[config.mk]
export PLATFORM = sky130hd
export DESIGN_NAME = strap_decoder
export DESIGN_NICKNAME = d
export VERILOG_FILES = /design/src/core/sync2.v /design/src/core/strap_decoder.v
export VERILOG_INCLUDE_DIRS = /design/src /design/src/include
export SDC_FILE = /design/constraint.sdc
export NUM_CORES = 1
export LEC_CHECK = 0
export ABC_AREA = 1
export ABC_CLOCK_PERIOD_IN_PS = 900
export BUFFER_PORTS_ARGS = -buffer_cell sky130_fd_sc_hd__buf_2
export CORE_AREA = 2 2 66 68
export CTS_CLUSTER_SIZE = 30
export DETAILED_ROUTE_END_ITERATION = 16
export DIE_AREA = 0 0 68 70
export PLACE_DENSITY = 0.71
export SLEW_MARGIN = 20
export SYNTH_ARGS = -nofsm -noshare
export SYNTH_HDL_FRONTEND = slang
export SYNTH_SLANG_ARGS = --single-unit
[constraint.sdc]
create_clock -name core_clk -period 0.9 [get_ports core_clk]
set_input_delay 0.27 -clock core_clk [delete_from_list [all_inputs] [get_ports core_clk]]
set_output_delay 0.27 -clock core_clk [all_outputs]
set_load 0.02 [all_outputs]
[src/include/strap_consts.vh]
// constants for the reset strap and boot mode decoder
`ifndef STRAP_CONSTS_VH
`define STRAP_CONSTS_VH
// boot mode codes
`define MODE_HOST_NOLOOP 4'h0
`define MODE_TWI 4'h1
`define MODE_HOST_D2M32 4'h2
`define MODE_HOST_D2M12 4'h4
`define MODE_HOST_D1M12 4'h5
`define MODE_HOST_D3M12 4'h7
`define MODE_FLASH_NOLOOP 4'h8
`define MODE_FLASH_D1M17 4'h9
`define MODE_FLASH_D2M16 4'hA
`define MODE_FLASH_D3M18 4'hB
`define MODE_FLASH_ALT 4'hC
`define MODE_RESET 4'h0
// boot port encoding
`define PORT_RESERVED 3'h0
`define PORT_HOST 3'h1
`define PORT_FLASH_MAIN 3'h2
`define PORT_FLASH_ALT 3'h3
`define PORT_TWI 3'h4
// clock select encodings
`define SRC_SEL_00 2'h0
`define SRC_SEL_01 2'h1
`define SRC_SEL_11 2'h3
// divider and multiplier values
`define DIV_NONE 2'h0
`define DIV_1 2'h1
`define DIV_2 2'h2
`define DIV_3 2'h3
`define MUL_NONE 6'h00
`define MUL_12 6'h0C
`define MUL_16 6'h10
`define MUL_17 6'h11
`define MUL_18 6'h12
`define MUL_32 6'h20
`define TWI_CLK_DIV 8'h80
`define TWI_NO_DIV 8'h00
// strap level meanings
`define WDOG_ON 1'b1
`define STROBE_HIGH 1'b1
`define WIDTH_8BIT 1'b1
`define DUAL_STROBE 1'b1
`endif

[src/core/sync2.v]
// two flip-flop synchroniser for one strap or reset level
`timescale 1ns/10ps
`default_nettype none
module sync2 (
   input wire core_clk, // system clock
   input wire arst_n, // asynchronous reset, active low
   input wire d, // asynchronous level
   output reg q // synchronised level
);
   reg meta_q;
   always @(posedge core_clk or negedge arst_n) begin
      if (!arst_n) begin
         meta_q <= 1'b0;
         q <= 1'b0;
      end else begin
         meta_q <= d;
         q <= meta_q;
      end
   end
endmodule // sync2
`default_nettype wire

[src/core/strap_decoder.v]
// reset strap capture and boot mode decoder
`timescale 1ns/10ps
`default_nettype none
`include "strap_consts.vh"
module strap_decoder (
   input wire core_clk, // input clock pin, loop bypassed
   input wire arst_n, // asynchronous reset, active low
   input wire power_on_reset_n, // power-on reset pin, active low
   input wire hard_reset_n, // hard reset pin, active low
   input wire [3:0] boot_mode_straps, // boot mode strap pins
   input wire watchdog_enable_strap, // watchdog strap pin
   input wire host_strobe_polarity_strap, // strobe polarity strap
   input wire host_width_strap, // host width strap
   input wire host_dual_strobe_strap, // dual/single strobe strap
   input wire loop_enable_sw, // boot software enables the loop
   output reg straps_valid, // straps captured since power-on
   output reg [3:0] boot_mode, // captured boot mode code
   output reg [2:0] boot_port, // decoded boot port
   output reg boot_mode_reserved, // captured code is reserved
   output reg [1:0] loop_divide, // loop input divider, 0 none
   output reg [5:0] loop_multiply, // loop multiplier, 0 none
   output reg [1:0] clock_source_select, // clock select field
   output reg loop_range_bit, // loop range bit
   output reg loop_active, // core clocked by the loop
   output reg [7:0] twi_clk_div, // two-wire bit clock divider
   output reg watchdog_en, // watchdog timer enabled
   output reg host_strobe_active_high, // host strobes active high
   output reg host_8bit, // host port in 8-bit mode
   output reg host_dual_strobe, // host port uses dual strobes
   output reg host_dma_en, // host port dma path enabled
   output reg host_irq_en, // host port interrupts enabled
   output reg host_word_lsb0 // host data bit 0 is the lsb
);
   wire por_s;
   wire hrst_s;
   wire wd_s;
   wire pol_s;
   wire w8_s;
   wire dual_s;
   wire [3:0] mode_s;
   wire capture_now;
   reg por_q;
   reg [2:0] port_d;
   reg [1:0] div_d;
   reg [5:0] mul_d;
   reg [1:0] sel_d;
   reg range_d;
   reg [7:0] tdiv_d;
   reg rsv_d;

   // straps and reset pins are asynchronous to core_clk
   // bits synced one by one: straps must be steady around release
   sync2 sync_por (
      .core_clk(core_clk),
      .arst_n(arst_n),
      .d(power_on_reset_n),
      .q(por_s)
   );

   sync2 sync_hrst (
      .core_clk(core_clk),
      .arst_n(arst_n),
      .d(hard_reset_n),
      .q(hrst_s)
   );

   sync2 sync_mode0 (
      .core_clk(core_clk),
      .arst_n(arst_n),
      .d(boot_mode_straps[0]),
      .q(mode_s[0])
   );

   sync2 sync_mode1 (
      .core_clk(core_clk),
      .arst_n(arst_n),
      .d(boot_mode_straps[1]),
      .q(mode_s[1])
   );

   sync2 sync_mode2 (
      .core_clk(core_clk),
      .arst_n(arst_n),
      .d(boot_mode_straps[2]),
      .q(mode_s[2])
   );

   sync2 sync_mode3 (
      .core_clk(core_clk),
      .arst_n(arst_n),
      .d(boot_mode_straps[3]),
      .q(mode_s[3])
   );

   sync2 sync_wd (
      .core_clk(core_clk),
      .arst_n(arst_n),
      .d(watchdog_enable_strap),
      .q(wd_s)
   );

   sync2 sync_pol (
      .core_clk(core_clk),
      .arst_n(arst_n),
      .d(host_strobe_polarity_strap),
      .q(pol_s)
   );

   sync2 sync_w8 (
      .core_clk(core_clk),
      .arst_n(arst_n),
      .d(host_width_strap),
      .q(w8_s)
   );

   sync2 sync_dual (
      .core_clk(core_clk),
      .arst_n(arst_n),
      .d(host_dual_strobe_strap),
      .q(dual_s)
   );

   // rising edge of the synced power-on reset: the only capture point
   assign capture_now = por_s && !por_q;

   // decode from the synchronised straps; only latched at release
   always @* begin
      port_d = `PORT_RESERVED;
      div_d = `DIV_NONE;
      mul_d = `MUL_NONE;
      sel_d = `SRC_SEL_00;
      range_d = 1'b0;
      tdiv_d = `TWI_NO_DIV;
      rsv_d = 1'b0;
      case (mode_s)
         `MODE_HOST_NOLOOP: begin
            port_d = `PORT_HOST;
         end

         `MODE_HOST_D1M12: begin
            port_d = `PORT_HOST;
            div_d = `DIV_1;
            mul_d = `MUL_12;
            sel_d = `SRC_SEL_11;
            range_d = 1'b1;
         end

         `MODE_HOST_D2M32: begin
            port_d = `PORT_HOST;
            div_d = `DIV_2;
            mul_d = `MUL_32;
            sel_d = `SRC_SEL_01;
            range_d = 1'b1;
         end

         `MODE_HOST_D3M12: begin
            port_d = `PORT_HOST;
            div_d = `DIV_3;
            mul_d = `MUL_12;
            sel_d = `SRC_SEL_11;
            range_d = 1'b1;
         end

         `MODE_HOST_D2M12: begin
            port_d = `PORT_HOST;
            div_d = `DIV_2;
            mul_d = `MUL_12;
            sel_d = `SRC_SEL_11;
            range_d = 1'b1;
         end

         `MODE_FLASH_NOLOOP: begin
            port_d = `PORT_FLASH_MAIN;
         end

         `MODE_FLASH_D1M17: begin
            port_d = `PORT_FLASH_MAIN;
            div_d = `DIV_1;
            mul_d = `MUL_17;
            sel_d = `SRC_SEL_11;
         end

         `MODE_FLASH_D2M16: begin
            port_d = `PORT_FLASH_MAIN;
            div_d = `DIV_2;
            mul_d = `MUL_16;
            sel_d = `SRC_SEL_11;
         end

         `MODE_FLASH_D3M18: begin
            port_d = `PORT_FLASH_MAIN;
            div_d = `DIV_3;
            mul_d = `MUL_18;
            sel_d = `SRC_SEL_11;
         end

         `MODE_FLASH_ALT: begin
            port_d = `PORT_FLASH_ALT;
         end

         `MODE_TWI: begin
            port_d = `PORT_TWI;
            tdiv_d = `TWI_CLK_DIV;
         end

         default: begin
            rsv_d = 1'b1;
         end
      endcase
   end

   // valid drops while held in power-on reset, rises at release
   always @(posedge core_clk or negedge arst_n) begin
      if (!arst_n) begin
         por_q <= 1'b0;
         straps_valid <= 1'b0;
      end else begin
         por_q <= por_s;
         if (!por_s) begin
            straps_valid <= 1'b0;
         end else if (capture_now) begin
            straps_valid <= 1'b1;
         end
      end
   end

   // boot port and clock fields keep their value until the next release
   always @(posedge core_clk or negedge arst_n) begin
      if (!arst_n) begin
         boot_mode <= `MODE_RESET;
         boot_port <= `PORT_RESERVED;
         boot_mode_reserved <= 1'b0;
         loop_divide <= `DIV_NONE;
         loop_multiply <= `MUL_NONE;
         clock_source_select <= `SRC_SEL_00;
         loop_range_bit <= 1'b0;
         twi_clk_div <= `TWI_NO_DIV;
      end else if (capture_now) begin
         boot_mode <= mode_s;
         boot_port <= port_d;
         boot_mode_reserved <= rsv_d;
         loop_divide <= div_d;
         loop_multiply <= mul_d;
         clock_source_select <= sel_d;
         loop_range_bit <= range_d;
         twi_clk_div <= tdiv_d;
      end
   end

   // host port and watchdog straps; hard reset never reaches these
   always @(posedge core_clk or negedge arst_n) begin
      if (!arst_n) begin
         watchdog_en <= 1'b0;
         host_strobe_active_high <= 1'b0;
         host_8bit <= 1'b0;
         host_dual_strobe <= 1'b0;
         host_dma_en <= 1'b0;
         host_irq_en <= 1'b0;
         host_word_lsb0 <= 1'b1;
      end else begin
         host_word_lsb0 <= 1'b1;
         // boot runs the port polled and without its dma path
         host_dma_en <= 1'b0;
         host_irq_en <= 1'b0;
         if (capture_now) begin
            watchdog_en <= (wd_s == `WDOG_ON);
            host_strobe_active_high <= (pol_s == `STROBE_HIGH);
            host_8bit <= (w8_s == `WIDTH_8BIT);
            host_dual_strobe <= (dual_s == `DUAL_STROBE);
         end
      end
   end

   // loop only if the captured code gave it a divider; no-loop codes
   // ignore the software request rather than run on a bad setting
   always @(posedge core_clk or negedge arst_n) begin
      if (!arst_n) begin
         loop_active <= 1'b0;
      end else if (!por_s || capture_now) begin
         loop_active <= 1'b0;
      end else if (!hrst_s) begin
         loop_active <= 1'b0;
      end else if (loop_enable_sw && straps_valid
                   && loop_divide != `DIV_NONE) begin
         loop_active <= 1'b1;
      end
   end
endmodule // strap_decoder
`default_nettype wire

==> impl_metrics.yaml <==
pwr:
  p_leak_nw: 1.41
  irDropWorstVdd_mv: 1.05
  fin_total_pwr_mw: 4.76
  share_comb_of_total_power: 0.236
  power_frac_clock: 0.268
  seqPwrFrac: 0.495
  p_switching_mw: 1.40
  p_int_mw: 3.36
  power_density_nw_per_um2: 1740
  switching_share: 0.294
drt:
  drt_wl_total_mm: 3.71
  drtAntennaViolNets: 0
  drt-wirelength-per-cell_um: 12.6
  vias: 1324
  dr.pass1.iters: 4
  route.detailed.drc: 0
  drt_iter0_drc: 65
  avgViaCountPerCell: 4.49
worst_setup_path:
  crit_slowest_cell: "dfrtp_1"
  path_buf_inv: 1
  start_kind: "register"
  crit_family: "flip-flops"
  critPathMaxStageDelay_ns: 0.43
  critPathKind: "register to output port"
  path_cells: "buf_6"
  worstPathRequired_ns: 0.63
  cp_max_fo: 3
  end_kind: "output port"
  cp.arrival_ns: 0.87
logic_synthesis:
  synth_warnings: 0
  synth_enable_flop_cells: 0
  syn_area_um2: 1740
  syn_avg_cell_area_um2: 10.8
  synth_cells: 161
  ys_seq_area_frac: 0.663
  synth_ff_type: "dfrtp_1"
  ys_seq_elements: 46
  synth_cell_type_count: 23
  synthArstFlopShare: 1.00
cts:
  root_buffer: "clkbuf_8"
  cts_tree: "yes"
  clk_latency_ns: 0.30
  htreeDepth: 2
  cts_sinks: 46
  clock_path_buffers: 2
  cts_made_buffers: 5
  clk_pin_slew_ns: 0.09
grt:
  track_usage: 0.154
  grt_max_degree: 47
  grt_overflow: 0
  grt_pass1_wl_mm: 5.48
  antenna_found_initial: 0
  grt_pass1_vias: 1234
timing:
  fin_crit_sh: 1.27
  slew_violations: 0
  fmax_mhz: 874
  setup_viol: 49
  hold_violations: 0
  min_period_ns: 1.14
  whs_ns: 0.0691
  worst_clock_skew_ns: 0.00757
  fin_ws_ns: -0.244
  rsz0062_at_grt: "yes"
die:
  dieArea_um2: 4760
  rows: 24
  die_w_um: 68
  initial_utilization: 0.419
  core_area_um2: 4140
  die_y_um: 70
  ioPinCount: 49
cells_and_area:
  regArea_um2: 1160
  multi_input_area_um2: 641
  fill_cells: 300
  finalNetCount: 255
  fin_util: 0.661
  diodes: 0
  syn_to_final_growth_pct: 57.8
  drive_gt1_frac: 0.584
flow_run:
  max-cap-violations: 0
outcome:
  violations: "negative setup slack"
  status: "complete, but fails checks"
place:
  port-buffer-count: 38
  gp_congestion: 0.811
  dp_hpwl_mm: 2.00
min_path:
  hold_path.class: "input pin to register"
power groups by stage:
stage                     registers (mW)  clock network [mW]  logic [mW]
final                               2.36                1.28        1.13
after global routing                2.38                1.43        1.21
after CTS                           2.35                1.32        1.02
after detailed placement            2.37                   0       0.677
after global placement              2.37                   0       0.663
after floorplan                     2.51                   0       0.291
path summary, 6_finish.rpt:
path	startpoint	end	slack, ns	cells after the start
min	watchdog_enable_strap	sync_wd.meta_q$_DFF_PN0_	0.07	1
max reg2reg	por_q$_DFF_PN0_	boot_mode_reserved$_DFFE_PN0P_	-0.21	6
min reg2reg	sync_mode0.meta_q$_DFF_PN0_	sync_mode0.q$_DFF_PN0_	0.35	0
max	loop_divide[1]$_DFFE_PN0P_	loop_divide[1]	-0.24	1
min in group asynchronous	arst_n	loop_multiply[5]$_DFFE_PN0P_	0.47	3
max in group asynchronous	arst_n	sync_mode3.q$_DFF_PN0_	0.20	3
final cells by class:
| class | instances | area share |
|---|---|---|
| clock inverter | 3 | 0.00914 |
| sequential | 46 | 0.423 |
| clock buffer | 5 | 0.0251 |
| multi-input combinational | 99 | 0.234 |
| inverter | 10 | 0.0201 |
| tap | 52 | 0.0238 |
| timing repair buffer | 80 | 0.265 |
timing repair:
| item | CTS | global route |
|---|---|---|
| cloned | 1 | 0 |
| endpoints found under the setup margin | 50 | 51 |
| resized for setup | 81 | 31 |
| hold endpoints to repair | 46 | 0 |
| buffers inserted | 17 | 14 |
| pin swaps | 16 | 13 |
| hold buffers | 1 | 0 |
flip-flops by register name, summed over array words and instances (netlist names), 2 cells and up:
register	cells
boot_mode	4
boot_port	3
clock_source_select	2
loop_divide	2
loop_multiply	5
metrics by stage:
stage                     TNS, ns  cell area (µm²)  setup WS (ns)  std cells
after floorplan             -1.95             1780         -0.113        169
after global placement      -1.65             2020         -0.133        256
after detailed placement    -2.03             2020         -0.151        256
after CTS                   -9.03             2570         -0.254        283
after global routing       -10.59             2740         -0.288        295
final                       -8.29             2740         -0.244        295
cells by family (layout without fill, tap and decap cells):
| kind of cell | after synthesis | in the layout | share of synthesized area |
|---|---|---|---|
| buffers and inverters | 24 | 98 | 0.0901 |
| AND/OR/NAND/NOR | 79 | 79 | 0.204 |
| other | 2 | 10 | 0.00433 |
| AO/OA/AOI/OAI | 10 | 10 | 0.0382 |
| flip-flops | 46 | 46 | 0.663 |
cells in the mapped netlist (2+ instances only):
cell / n / area, µm²
nor2_2: 2 / 12.5
inv_1: 4 / 15.0
nand2_2: 4 / 25.0
conb_1: 2 / 7.51
nand2_1: 54 / 203
o21ai_2: 2 / 17.5
inv_2: 5 / 18.8
nor2_1: 9 / 33.8
o21ai_1: 3 / 15.0
buf_4: 11 / 82.6
nand3_1: 6 / 30.0
dfrtp_1: 46 / 1150
buf_6: 3 / 33.8
placed cells by master (no fill, tap or decap), drive strengths merged, types with 2 or more instances in the layout:
master	count
conb	10
nand2	58
a21oi	2
clkbuf	5
nor2	13
inv	11
o21ai	6
nand3	6
dfrtp	46
nand4	2
buf	79
worst register-to-register path: cells and delay by family (launching register included):
kind | cells | cell delay, ns
simple gates | 5 | 0.44
flops | 1 | 0.45
buf+inv | 1 | 0.18
metal layers:
metal  share of wire  GRT usage  vias up
li1                -          -      637
met1            0.40      0.194      631
met2            0.52      0.244       44
met3           0.048     0.0467       12
met4           0.029     0.0600        0
met5               0          0        -
No activity file was read; power rests on OpenSTA's default activity.
